<file path="config.mk">
export PLATFORM = sky130hd
export DESIGN_NAME = pmic_control_register_bank
export DESIGN_NICKNAME = d
export VERILOG_FILES = /design/src/hw/pmic_regs_pkg.sv /design/src/hw/pmic_control_register_bank.sv
export SDC_FILE = /design/constraint.sdc
export NUM_CORES = 1
export LEC_CHECK = 0
export BUFFER_PORTS_ARGS = -buffer_cell sky130_fd_sc_hd__buf_2
export CORE_MARGIN = 1
export CORE_UTILIZATION = 68
export CTS_BUF_LIST = sky130_fd_sc_hd__clkbuf_4
export DETAILED_ROUTE_END_ITERATION = 12
export MAX_ROUTING_LAYER = met4
export PLACE_DENSITY = 0.88
export SYNTH_ARGS = -nofsm -noshare
export SYNTH_HDL_FRONTEND = slang
export SYNTH_SLANG_ARGS = --single-unit
</file>
<file path="constraint.sdc">
create_clock -name mclk -period 6.95 [get_ports mclk]
set_input_delay 0.3475 -clock mclk [delete_from_list [all_inputs] [get_ports mclk]]
set_output_delay 0.3475 -clock mclk [all_outputs]
set_load 0.03 [all_outputs]
</file>
<file path="src/hw/pmic_regs_pkg.sv">
// register map, field positions, reset values and timing for the power control bank
package pmic_regs_pkg;

  // register addresses
  localparam logic [7:0] ADDR_INT_STATUS = 8'h02;
  localparam logic [7:0] ADDR_SYS_CTRL = 8'h07;
  localparam logic [7:0] ADDR_REG_ENABLE = 8'h10;
  localparam logic [7:0] ADDR_OUT_STATUS = 8'h11;
  localparam logic [7:0] ADDR_VOLT_CHANGE = 8'h20;
  localparam logic [7:0] ADDR_B1_TGT_A = 8'h23;
  localparam logic [7:0] ADDR_B1_TGT_B = 8'h24;
  localparam logic [7:0] ADDR_B1_RAMP = 8'h25;
  localparam logic [7:0] ADDR_B2_TGT_A = 8'h29;
  localparam logic [7:0] ADDR_B2_TGT_B = 8'h2A;
  localparam logic [7:0] ADDR_B2_RAMP = 8'h2B;
  localparam logic [7:0] ADDR_BUCK_FUNC = 8'h38;
  localparam logic [7:0] ADDR_LIN1_VOLT = 8'h39;
  localparam logic [7:0] ADDR_LIN2_VOLT = 8'h3A;

  // field positions
  localparam int THERMAL_BIT = 1;
  localparam int DELAY_SEL_LSB = 4;
  localparam int B2_PWM_BIT = 2;
  localparam int B1_PWM_BIT = 1;
  localparam int EXT_CLK_BIT = 0;
  localparam int EN_LIN2_BIT = 6;
  localparam int EN_LIN1_BIT = 4;
  localparam int EN_B2_BIT = 2;
  localparam int EN_B1_BIT = 0;
  localparam int ST_BUCKS_BIT = 7;
  localparam int ST_LINS_BIT = 6;
  localparam int ST_LIN2_BIT = 5;
  localparam int ST_LIN1_BIT = 4;
  localparam int ST_B2_BIT = 2;
  localparam int ST_B1_BIT = 0;
  localparam int B2_SEL_BIT = 5;
  localparam int B2_GO_BIT = 4;
  localparam int B1_SEL_BIT = 1;
  localparam int B1_GO_BIT = 0;

  // reset values and fixed reserved patterns
  localparam logic [2:0] DELAY_SEL_RESET = 3'h2;
  localparam logic [7:0] SYS_CTRL_RSVD = 8'h08;
  localparam logic [7:0] ENABLE_RSVD = 8'h20;
  localparam logic [3:0] ENABLE_RESET = 4'hF;
  localparam logic [7:0] RAMP_RSVD = 8'h20;
  localparam logic [3:0] RAMP_RATE_RESET = 4'h8;
  localparam logic [4:0] TARGET_RESET = 5'h00;
  localparam logic [7:0] BYTE_RESET = 8'h00;

  // timing: start-up delays counted in half-millisecond ticks
  localparam int CLK_PERIOD_PS = 5000;
  localparam int SEQ_TICK_US = 500;
  localparam int SEQ_TICK_CYCLES = SEQ_TICK_US * 1000 * 1000 / CLK_PERIOD_PS;

  // per code, ticks for {linear two, linear one, buck two, buck one}
  localparam logic [19:0] DELAY_TABLE [0:7] = '{
    {5'h02, 5'h02, 5'h02, 5'h02},
    {5'h04, 5'h04, 5'h03, 5'h02},
    {5'h0C, 5'h06, 5'h04, 5'h03},
    {5'h02, 5'h02, 5'h04, 5'h03},
    {5'h0C, 5'h06, 5'h04, 5'h03},
    {5'h04, 5'h04, 5'h03, 5'h03},
    {5'h03, 5'h02, 5'h04, 5'h06},
    {5'h16, 5'h0C, 5'h06, 5'h04}
  };

  typedef enum logic [2:0] {
    I2C_IDLE = 3'b000,
    I2C_ADDR = 3'b001,
    I2C_REG = 3'b010,
    I2C_WRITE = 3'b011,
    I2C_READ = 3'b100
  } i2c_state_e;

endpackage : pmic_regs_pkg

</file>
<file path="src/hw/pmic_control_register_bank.sv">
// serial slave, control registers and start-up sequencer of the power unit
//
// Contract
// - thermal bit follows over-temperature, resets zero
// - three-bit start-up delay selector, read/write
// - regulators start at table delays after enable
// - delay selector resets to factory code 010
// - force-pwm bits per buck, factory defaults
// - four enable bits, reset to one
// - valid flags plus both-bucks and both-linears
// - target select bits pick first/second target
// - ramp-go bits hold or move to target
// - buck one targets and ramp decoded
// - buck two targets and ramp decoded
// - linear regulator voltage registers decoded
// - buck function rw; status registers read-only
// - fixed seven-bit slave address by mask option
`timescale 1ns/1ps
`default_nettype none
module pmic_control_register_bank
  import pmic_regs_pkg::*;
#(
  parameter logic [6:0] SLAVE_ADDR = 7'h2A, // arbitrary value, set per mask option
  parameter int TICK_CYCLES = SEQ_TICK_CYCLES,
  parameter logic [2:0] DELAY_SEL_DEFAULT = DELAY_SEL_RESET,
  parameter logic B1_PWM_DEFAULT = 1'b0,
  parameter logic B2_PWM_DEFAULT = 1'b0,
  parameter logic [4:0] B1_TARGET_DEFAULT = TARGET_RESET,
  parameter logic [4:0] B2_TARGET_DEFAULT = TARGET_RESET
) (
  // clock and reset
  input wire logic mclk,
  input wire logic reset_n,
  // serial port
  input wire logic scl_in,
  input wire logic sda_in,
  output logic sda_out,
  output logic sda_oe_n,
  // analog monitors
  input wire logic die_over_temp,
  input wire logic master_enable,
  input wire logic buck_one_good,
  input wire logic buck_two_good,
  input wire logic linear_one_good,
  input wire logic linear_two_good,
  // regulator start controls
  output logic buck_one_on,
  output logic buck_two_on,
  output logic linear_one_on,
  output logic linear_two_on,
  // mode and voltage controls
  output logic buck_one_force_pwm,
  output logic buck_two_force_pwm,
  output logic external_clock_select,
  output logic [4:0] buck_one_vout_code,
  output logic [4:0] buck_two_vout_code,
  output logic [3:0] buck_one_ramp_rate,
  output logic [3:0] buck_two_ramp_rate,
  output logic [7:0] buck_function,
  output logic [7:0] linear_reg_one_voltage,
  output logic [7:0] linear_reg_two_voltage
);

  localparam int TICK_W = $clog2(TICK_CYCLES + 1);

  // register fields
  logic thermal_flag;
  logic [2:0] power_on_delay_select;
  logic ext_clk_bit;
  logic b1_pwm_bit;
  logic b2_pwm_bit;
  logic [3:0] enable_bits;
  logic [5:0] valid_flags;
  logic b1_sel;
  logic b1_go;
  logic b2_sel;
  logic b2_go;
  logic [4:0] b1_tgt_a;
  logic [4:0] b1_tgt_b;
  logic [4:0] b2_tgt_a;
  logic [4:0] b2_tgt_b;
  logic [3:0] b1_rate;
  logic [3:0] b2_rate;
  logic [7:0] func_reg;
  logic [7:0] lin1_reg;
  logic [7:0] lin2_reg;

  // serial engine state
  i2c_state_e state;
  logic scl_q;
  logic sda_q;
  logic [3:0] bit_cnt;
  logic [7:0] shift_in;
  logic [7:0] tx_byte;
  logic [7:0] reg_ptr;
  logic reading;
  logic master_nack;
  logic drive_low;
  logic wr_pulse;
  logic [7:0] wr_ptr;
  logic [7:0] wr_data;

  // sequencer state
  logic [TICK_W-1:0] tick_cnt;
  logic [4:0] seq_ticks;

  // pin edge and condition decode
  wire scl_rise = scl_in & ~scl_q;
  wire scl_fall = ~scl_in & scl_q;
  wire start_cond = scl_in & scl_q & sda_q & ~sda_in;
  wire stop_cond = scl_in & scl_q & ~sda_q & sda_in;
  wire addr_match = (shift_in[7:1] == SLAVE_ADDR);

  // assembled read values
  wire [7:0] rd_int = {6'h00, thermal_flag, 1'b0};
  wire [7:0] rd_sys = SYS_CTRL_RSVD | {1'b0, power_on_delay_select, 1'b0, b2_pwm_bit,
                                       b1_pwm_bit, ext_clk_bit};
  wire [7:0] rd_en = ENABLE_RSVD | {1'b0, enable_bits[3], 1'b0, enable_bits[2], 1'b0,
                                    enable_bits[1], 1'b0, enable_bits[0]};
  wire [7:0] rd_stat = {valid_flags[5:2], 1'b0, valid_flags[1], 1'b0, valid_flags[0]};
  wire [7:0] rd_vcc = {2'h0, b2_sel, b2_go, 2'h0, b1_sel, b1_go};

  // read decode; unmapped addresses answer zero
  wire [7:0] rd_data =
    (reg_ptr == ADDR_INT_STATUS) ? rd_int :
    (reg_ptr == ADDR_SYS_CTRL) ? rd_sys :
    (reg_ptr == ADDR_REG_ENABLE) ? rd_en :
    (reg_ptr == ADDR_OUT_STATUS) ? rd_stat :
    (reg_ptr == ADDR_VOLT_CHANGE) ? rd_vcc :
    (reg_ptr == ADDR_B1_TGT_A) ? {3'h0, b1_tgt_a} :
    (reg_ptr == ADDR_B1_TGT_B) ? {3'h0, b1_tgt_b} :
    (reg_ptr == ADDR_B1_RAMP) ? (RAMP_RSVD | {4'h0, b1_rate}) :
    (reg_ptr == ADDR_B2_TGT_A) ? {3'h0, b2_tgt_a} :
    (reg_ptr == ADDR_B2_TGT_B) ? {3'h0, b2_tgt_b} :
    (reg_ptr == ADDR_B2_RAMP) ? (RAMP_RSVD | {4'h0, b2_rate}) :
    (reg_ptr == ADDR_BUCK_FUNC) ? func_reg :
    (reg_ptr == ADDR_LIN1_VOLT) ? lin1_reg :
    (reg_ptr == ADDR_LIN2_VOLT) ? lin2_reg : 8'h00;

  // write decode; status registers have no strobe at all
  wire wr_sys = wr_pulse && (wr_ptr == ADDR_SYS_CTRL);
  wire wr_en = wr_pulse && (wr_ptr == ADDR_REG_ENABLE);
  wire wr_vcc = wr_pulse && (wr_ptr == ADDR_VOLT_CHANGE);
  wire wr_b1a = wr_pulse && (wr_ptr == ADDR_B1_TGT_A);
  wire wr_b1b = wr_pulse && (wr_ptr == ADDR_B1_TGT_B);
  wire wr_b1r = wr_pulse && (wr_ptr == ADDR_B1_RAMP);
  wire wr_b2a = wr_pulse && (wr_ptr == ADDR_B2_TGT_A);
  wire wr_b2b = wr_pulse && (wr_ptr == ADDR_B2_TGT_B);
  wire wr_b2r = wr_pulse && (wr_ptr == ADDR_B2_RAMP);
  wire wr_func = wr_pulse && (wr_ptr == ADDR_BUCK_FUNC);
  wire wr_lin1 = wr_pulse && (wr_ptr == ADDR_LIN1_VOLT);
  wire wr_lin2 = wr_pulse && (wr_ptr == ADDR_LIN2_VOLT);

  // sequencer decode
  wire [19:0] delay_row = DELAY_TABLE[power_on_delay_select];
  wire tick_done = (tick_cnt == TICK_W'(TICK_CYCLES - 1));
  wire b1_due = seq_ticks >= delay_row[4:0];
  wire b2_due = seq_ticks >= delay_row[9:5];
  wire l1_due = seq_ticks >= delay_row[14:10];
  wire l2_due = seq_ticks >= delay_row[19:15];

  // open-drain pad: only ever pulls low
  assign sda_out = 1'b0;

  // pin samples for edge detection, plus the registered sda_oe_n pad enable
  always_ff @(posedge mclk or negedge reset_n) begin
    if (!reset_n) begin
      scl_q <= 1'b1;
      sda_q <= 1'b1;
      sda_oe_n <= 1'b1;
    end else begin
      scl_q <= scl_in;
      sda_q <= sda_in;
      sda_oe_n <= ~drive_low;
    end
  end

  // serial byte engine: bits taken on scl rise, sda changed on scl fall
  always_ff @(posedge mclk or negedge reset_n) begin
    if (!reset_n) begin
      state <= I2C_IDLE;
      bit_cnt <= 4'h0;
      shift_in <= 8'h00;
      tx_byte <= 8'h00;
      reg_ptr <= 8'h00;
      reading <= 1'b0;
      master_nack <= 1'b0;
      drive_low <= 1'b0;
      wr_pulse <= 1'b0;
      wr_ptr <= 8'h00;
      wr_data <= 8'h00;
    end else begin
      wr_pulse <= 1'b0;
      if (start_cond) begin // repeated start behaves like a first start
        state <= I2C_ADDR;
        bit_cnt <= 4'h0;
        drive_low <= 1'b0;
      end else if (stop_cond) begin
        state <= I2C_IDLE;
        bit_cnt <= 4'h0;
        drive_low <= 1'b0;
      end else if (state != I2C_IDLE) begin
        if (scl_rise) begin
          if (bit_cnt < 4'h8) begin
            shift_in <= {shift_in[6:0], sda_in};
          end
          if (bit_cnt == 4'h8) begin
            master_nack <= sda_in;
          end
          if (bit_cnt < 4'h9) begin
            bit_cnt <= bit_cnt + 4'h1;
          end
        end
        if (scl_fall) begin
          case (bit_cnt)
            4'h8: begin
              if (state == I2C_READ) begin
                drive_low <= 1'b0;
                reg_ptr <= reg_ptr + 8'h01;
              end else if (state == I2C_ADDR && !addr_match) begin
                state <= I2C_IDLE;
                bit_cnt <= 4'h0;
              end else begin
                drive_low <= 1'b1;
                if (state == I2C_ADDR) begin
                  reading <= shift_in[0];
                end
                if (state == I2C_REG) begin
                  reg_ptr <= shift_in;
                end
                if (state == I2C_WRITE) begin
                  wr_pulse <= 1'b1;
                  wr_ptr <= reg_ptr;
                  wr_data <= shift_in;
                  reg_ptr <= reg_ptr + 8'h01;
                end
              end
            end
            4'h9: begin
              bit_cnt <= 4'h0;
              drive_low <= 1'b0;
              case (state)
                I2C_ADDR: begin
                  if (reading) begin
                    state <= I2C_READ;
                    tx_byte <= rd_data;
                    drive_low <= ~rd_data[7];
                  end else begin
                    state <= I2C_REG;
                  end
                end
                I2C_REG: begin
                  state <= I2C_WRITE;
                end
                I2C_READ: begin
                  if (master_nack) begin
                    state <= I2C_IDLE;
                  end else begin
                    tx_byte <= rd_data;
                    drive_low <= ~rd_data[7];
                  end
                end
                default: begin
                  state <= state;
                end
              endcase
            end
            default: begin
              if (state == I2C_READ && bit_cnt != 4'h0) begin
                tx_byte <= {tx_byte[6:0], 1'b0};
                drive_low <= ~tx_byte[6];
              end
            end
          endcase
        end
      end
    end
  end

  // status capture; no software write path exists
  always_ff @(posedge mclk or negedge reset_n) begin
    if (!reset_n) begin
      thermal_flag <= 1'b0;
      valid_flags <= 6'h00;
    end else begin
      thermal_flag <= die_over_temp;
      valid_flags <= {buck_one_good & buck_two_good, linear_one_good & linear_two_good,
                      linear_two_good, linear_one_good, buck_two_good,
                      buck_one_good};
    end
  end

  // control and configuration registers
  always_ff @(posedge mclk or negedge reset_n) begin
    if (!reset_n) begin
      power_on_delay_select <= DELAY_SEL_DEFAULT;
      b1_pwm_bit <= B1_PWM_DEFAULT;
      b2_pwm_bit <= B2_PWM_DEFAULT;
      ext_clk_bit <= 1'b0;
      enable_bits <= ENABLE_RESET;
      {b2_sel, b2_go, b1_sel, b1_go} <= 4'h0;
      b1_tgt_a <= B1_TARGET_DEFAULT;
      b1_tgt_b <= B1_TARGET_DEFAULT;
      b2_tgt_a <= B2_TARGET_DEFAULT;
      b2_tgt_b <= B2_TARGET_DEFAULT;
      b1_rate <= RAMP_RATE_RESET;
      b2_rate <= RAMP_RATE_RESET;
      func_reg <= BYTE_RESET;
      lin1_reg <= BYTE_RESET;
      lin2_reg <= BYTE_RESET;
    end else begin
      // reserved bits are simply not stored
      if (wr_sys) begin
        power_on_delay_select <= wr_data[DELAY_SEL_LSB +: 3];
        b2_pwm_bit <= wr_data[B2_PWM_BIT];
        b1_pwm_bit <= wr_data[B1_PWM_BIT];
        ext_clk_bit <= wr_data[EXT_CLK_BIT];
      end
      if (wr_en) begin
        enable_bits <= {wr_data[EN_LIN2_BIT], wr_data[EN_LIN1_BIT], wr_data[EN_B2_BIT],
                        wr_data[EN_B1_BIT]};
      end
      if (wr_vcc) begin
        {b2_sel, b2_go} <= {wr_data[B2_SEL_BIT], wr_data[B2_GO_BIT]};
        {b1_sel, b1_go} <= {wr_data[B1_SEL_BIT], wr_data[B1_GO_BIT]};
      end
      if (wr_b1a) b1_tgt_a <= wr_data[4:0];
      if (wr_b1b) b1_tgt_b <= wr_data[4:0];
      if (wr_b1r) b1_rate <= wr_data[3:0];
      if (wr_b2a) b2_tgt_a <= wr_data[4:0];
      if (wr_b2b) b2_tgt_b <= wr_data[4:0];
      if (wr_b2r) b2_rate <= wr_data[3:0];
      if (wr_func) func_reg <= wr_data;
      if (wr_lin1) lin1_reg <= wr_data;
      if (wr_lin2) lin2_reg <= wr_data;
    end
  end

  // voltage code: held while go is low, follows the selected target while high
  always_ff @(posedge mclk or negedge reset_n) begin
    if (!reset_n) begin
      buck_one_vout_code <= B1_TARGET_DEFAULT;
      buck_two_vout_code <= B2_TARGET_DEFAULT;
    end else begin
      if (b1_go) buck_one_vout_code <= b1_sel ? b1_tgt_b : b1_tgt_a;
      if (b2_go) buck_two_vout_code <= b2_sel ? b2_tgt_b : b2_tgt_a;
    end
  end

  // start-up timer; restarts from zero whenever master enable drops
  always_ff @(posedge mclk or negedge reset_n) begin
    if (!reset_n) begin
      tick_cnt <= '0;
      seq_ticks <= 5'h00;
    end else if (!master_enable) begin
      tick_cnt <= '0;
      seq_ticks <= 5'h00;
    end else if (tick_done) begin
      tick_cnt <= '0;
      // saturate so a finished sequence never wraps and shuts rails off
      if (seq_ticks != 5'h1F) seq_ticks <= seq_ticks + 5'h01;
    end else begin
      tick_cnt <= tick_cnt + TICK_W'(1);
    end
  end

  // registered outputs
  always_ff @(posedge mclk or negedge reset_n) begin
    if (!reset_n) begin
      buck_one_on <= 1'b0;
      buck_two_on <= 1'b0;
      linear_one_on <= 1'b0;
      linear_two_on <= 1'b0;
      buck_one_force_pwm <= 1'b0;
      buck_two_force_pwm <= 1'b0;
      external_clock_select <= 1'b0;
      buck_one_ramp_rate <= RAMP_RATE_RESET;
      buck_two_ramp_rate <= RAMP_RATE_RESET;
      buck_function <= BYTE_RESET;
      linear_reg_one_voltage <= BYTE_RESET;
      linear_reg_two_voltage <= BYTE_RESET;
    end else begin
      buck_one_on <= master_enable & enable_bits[0] & b1_due;
      buck_two_on <= master_enable & enable_bits[1] & b2_due;
      linear_one_on <= master_enable & enable_bits[2] & l1_due;
      linear_two_on <= master_enable & enable_bits[3] & l2_due;
      buck_one_force_pwm <= b1_pwm_bit;
      buck_two_force_pwm <= b2_pwm_bit;
      external_clock_select <= ext_clk_bit;
      buck_one_ramp_rate <= b1_rate;
      buck_two_ramp_rate <= b2_rate;
      buck_function <= func_reg;
      linear_reg_one_voltage <= lin1_reg;
      linear_reg_two_voltage <= lin2_reg;
    end
  end

endmodule : pmic_control_register_bank
`default_nettype wire

</file>
==> out/metrics.yaml <==
outcome: "completed"
cts.sinks: 197
period_minus_slack_ps: 2820
drt_iter0_markers: 626
start_kind: "flip-flop"
power.total_mw: 2.03
slew_headroom: 0.292
drc: 0
hold_ws_ps: 386
power_per_cell_area_nw_per_um2: 199
fin_setup_tns_ps: 0
synth_cell_type_count: 70
cts_tree: "yes"
finalWirelength_um: 23700
synth_area_um2: 9440
hold_viol: 0
vias_per_cell: 6.44
layout-drive-gt1-share: 0.227
largest_reg_flops: 17
core_area_um2: 13400
post-place-ws_ps: 4170
cts.htree.levels: 4
skew_ps: 19.9
post-route-period-util: 0.406
grt_pass1_vias: 6909
leakage_nw: 4.83
cts_made_buffers: 17
synth_edf_count: 0
dieWidth_um: 120
maxSlewViolCount: 0
area_delta_synth_final_pct: 7.84
max_freq_mhz: 354
vias: 7061
ir_drop_uv: 297
grt_max_degree: 116
async_reset_ff_frac: 1.00
yosysWarnings: 0
setup_viol: 0
maxCapViolations: 0
io_buffers: 59
cts_resized: 0
syn_avg_cell_area_um2: 11.0
fin_nets: 946
insertion_delay_ps: 590
cp.required_ps: 7470
synth-seq-cells: 197
netlist_instances: 859
antenna_found_initial: 1
hold_path_class: "flip-flop to flip-flop"
largest-register: "tick_cnt"
grt_pass1_wl_um: 37900
initial_core_util: 0.705
syn_nets: 898
gp_congestion: 1.02
dr.pass1.iters: 5
setup_ws_ps: 4130
yosysSeqAreaShare: 0.524
cp_max_fo: 14
worstPathArrival_ps: 3340
grt_overflow: 0
wl_per_cell_um: 21.6
cts_max_path_buffers: 2
path_class: "flip-flop to flip-flop"
ant_nets: 0
synth_ff_type: "dfrtp_1"
cts_root_buffer: "clkbuf_4"
rsz0062_at_grt: "false"
end_kind: "flip-flop"
grt.total_usage: 0.361
die_area_um2: 14400
die_h_um: 120
post-dp-hpwl_um: 16500
tightest_slew_ps: 1060
path_clk_slew_ps: 140
std_cell_rows: 42
io_pins: 61
-- layout make-up --
cell class	count	area, µm²
Clock inverter	12	105
Multi-Input combinational cell	593	4230
Timing Repair Buffer	74	439
Inverter	24	90.1
Tap cell	176	220
Fill cell	881	3220
Antenna cell	1	2.50
Sequential cell	197	4940
Clock buffer	20	150
-- cells in the final DEF, fill, tap and decap left out, drive strengths merged, types with 16 or more instances in the layout --
cell type / count
buf: 64
nand3: 22
mux2: 94
a21oi: 52
ha: 29
nor2: 67
nand2: 53
nor3: 23
dfrtp: 185
o21ai: 36
mux2i: 16
clkbuf: 21
nor2b: 19
inv: 25
-- path summary, 6_finish.rpt --
path	from	end	slack, ps	cells after the start
max	reg_ptr[0]	tx_byte[0]	4130	8
min	b1_rate[3]	buck_one_ramp_rate[3]	390	0
max reg2reg	reg_ptr[0]	tx_byte[0]	4130	8
min reg2reg	b1_rate[3]	buck_one_ramp_rate[3]	390	0
max in group asynchronous	reset_n	wr_ptr[5]	4970	3
min in group asynchronous	reset_n	seq_ticks[3]	410	2
-- synthesized netlist by cell type (12+ instances only) --
| cell | number | area share |
|---|---|---|
| dfrtp_1 | 185 | 0.49 |
| a31oi_1 | 13 | 0.0086 |
| nand2b_1 | 13 | 0.0086 |
| mux2i_1 | 16 | 0.017 |
| ha_1 | 29 | 0.038 |
| nand3_1 | 22 | 0.012 |
| nor2b_1 | 19 | 0.013 |
| clkbuf_1 | 38 | 0.015 |
| dfstp_2 | 12 | 0.033 |
| a21oi_1 | 51 | 0.027 |
| nand2_1 | 53 | 0.021 |
| mux2_2 | 94 | 0.11 |
| nor2_1 | 67 | 0.027 |
| o21ai_0 | 33 | 0.017 |
| nor3_1 | 23 | 0.012 |
| inv_1 | 23 | 0.0091 |
-- worst max-delay path, cell delays in order, from the launching register on --
cell,delay [ps]
dfrtp_1,480
inv_1,120
ha_1,570
nor2b_1,500
a221oi_1,150
nor3_1,400
nor4_1,130
o31a_1,320
o22ai_1,100
-- stage by stage --
stage,area (µm²),instances,utilization
after global placement,9840,1055,0.734
after CTS,10200,1096,0.760
final,10200,1097,0.760
after floorplan,9440,859,-
after global routing,10200,1097,0.760
after detailed placement,9840,1055,0.734
-- kinds of logic after synthesis --
kind of cell | share of synthesized area
adders and majority gates | 0.0384
other | 0.000397
xor gates and xnor gates | 0.0176
and+or+nand+nor | 0.149
DFF | 0.524
AOI/OAI and AO/OA | 0.114
buffers and inverters | 0.0282
muxes | 0.129
-- per-layer routing --
metal / track usage / part of all wire / vias to the layer above
met3: 0.0627 / 0.070 / 52
li1: - / - / 3182
met2: 0.555 / 0.47 / 310
met1: 0.494 / 0.43 / 3517
met4: 0.116 / 0.024 / 0
met5: - / 0 / -
-- power breakdown --
part	leakage [nW]	internal, mW	switching, mW
registers	2.66	1.20	0.0675
logic	2.03	0.0832	0.106
clock network	0.135	0.189	0.380
-- what timing repair did --
item | CTS | global route
buffers inserted | 0 | 0
endpoints found under the setup margin | 0 | 0
hold buffers | 9 | 0
hold endpoints to repair | 118 | 0
No activity file was read; power rests on OpenSTA's default activity.
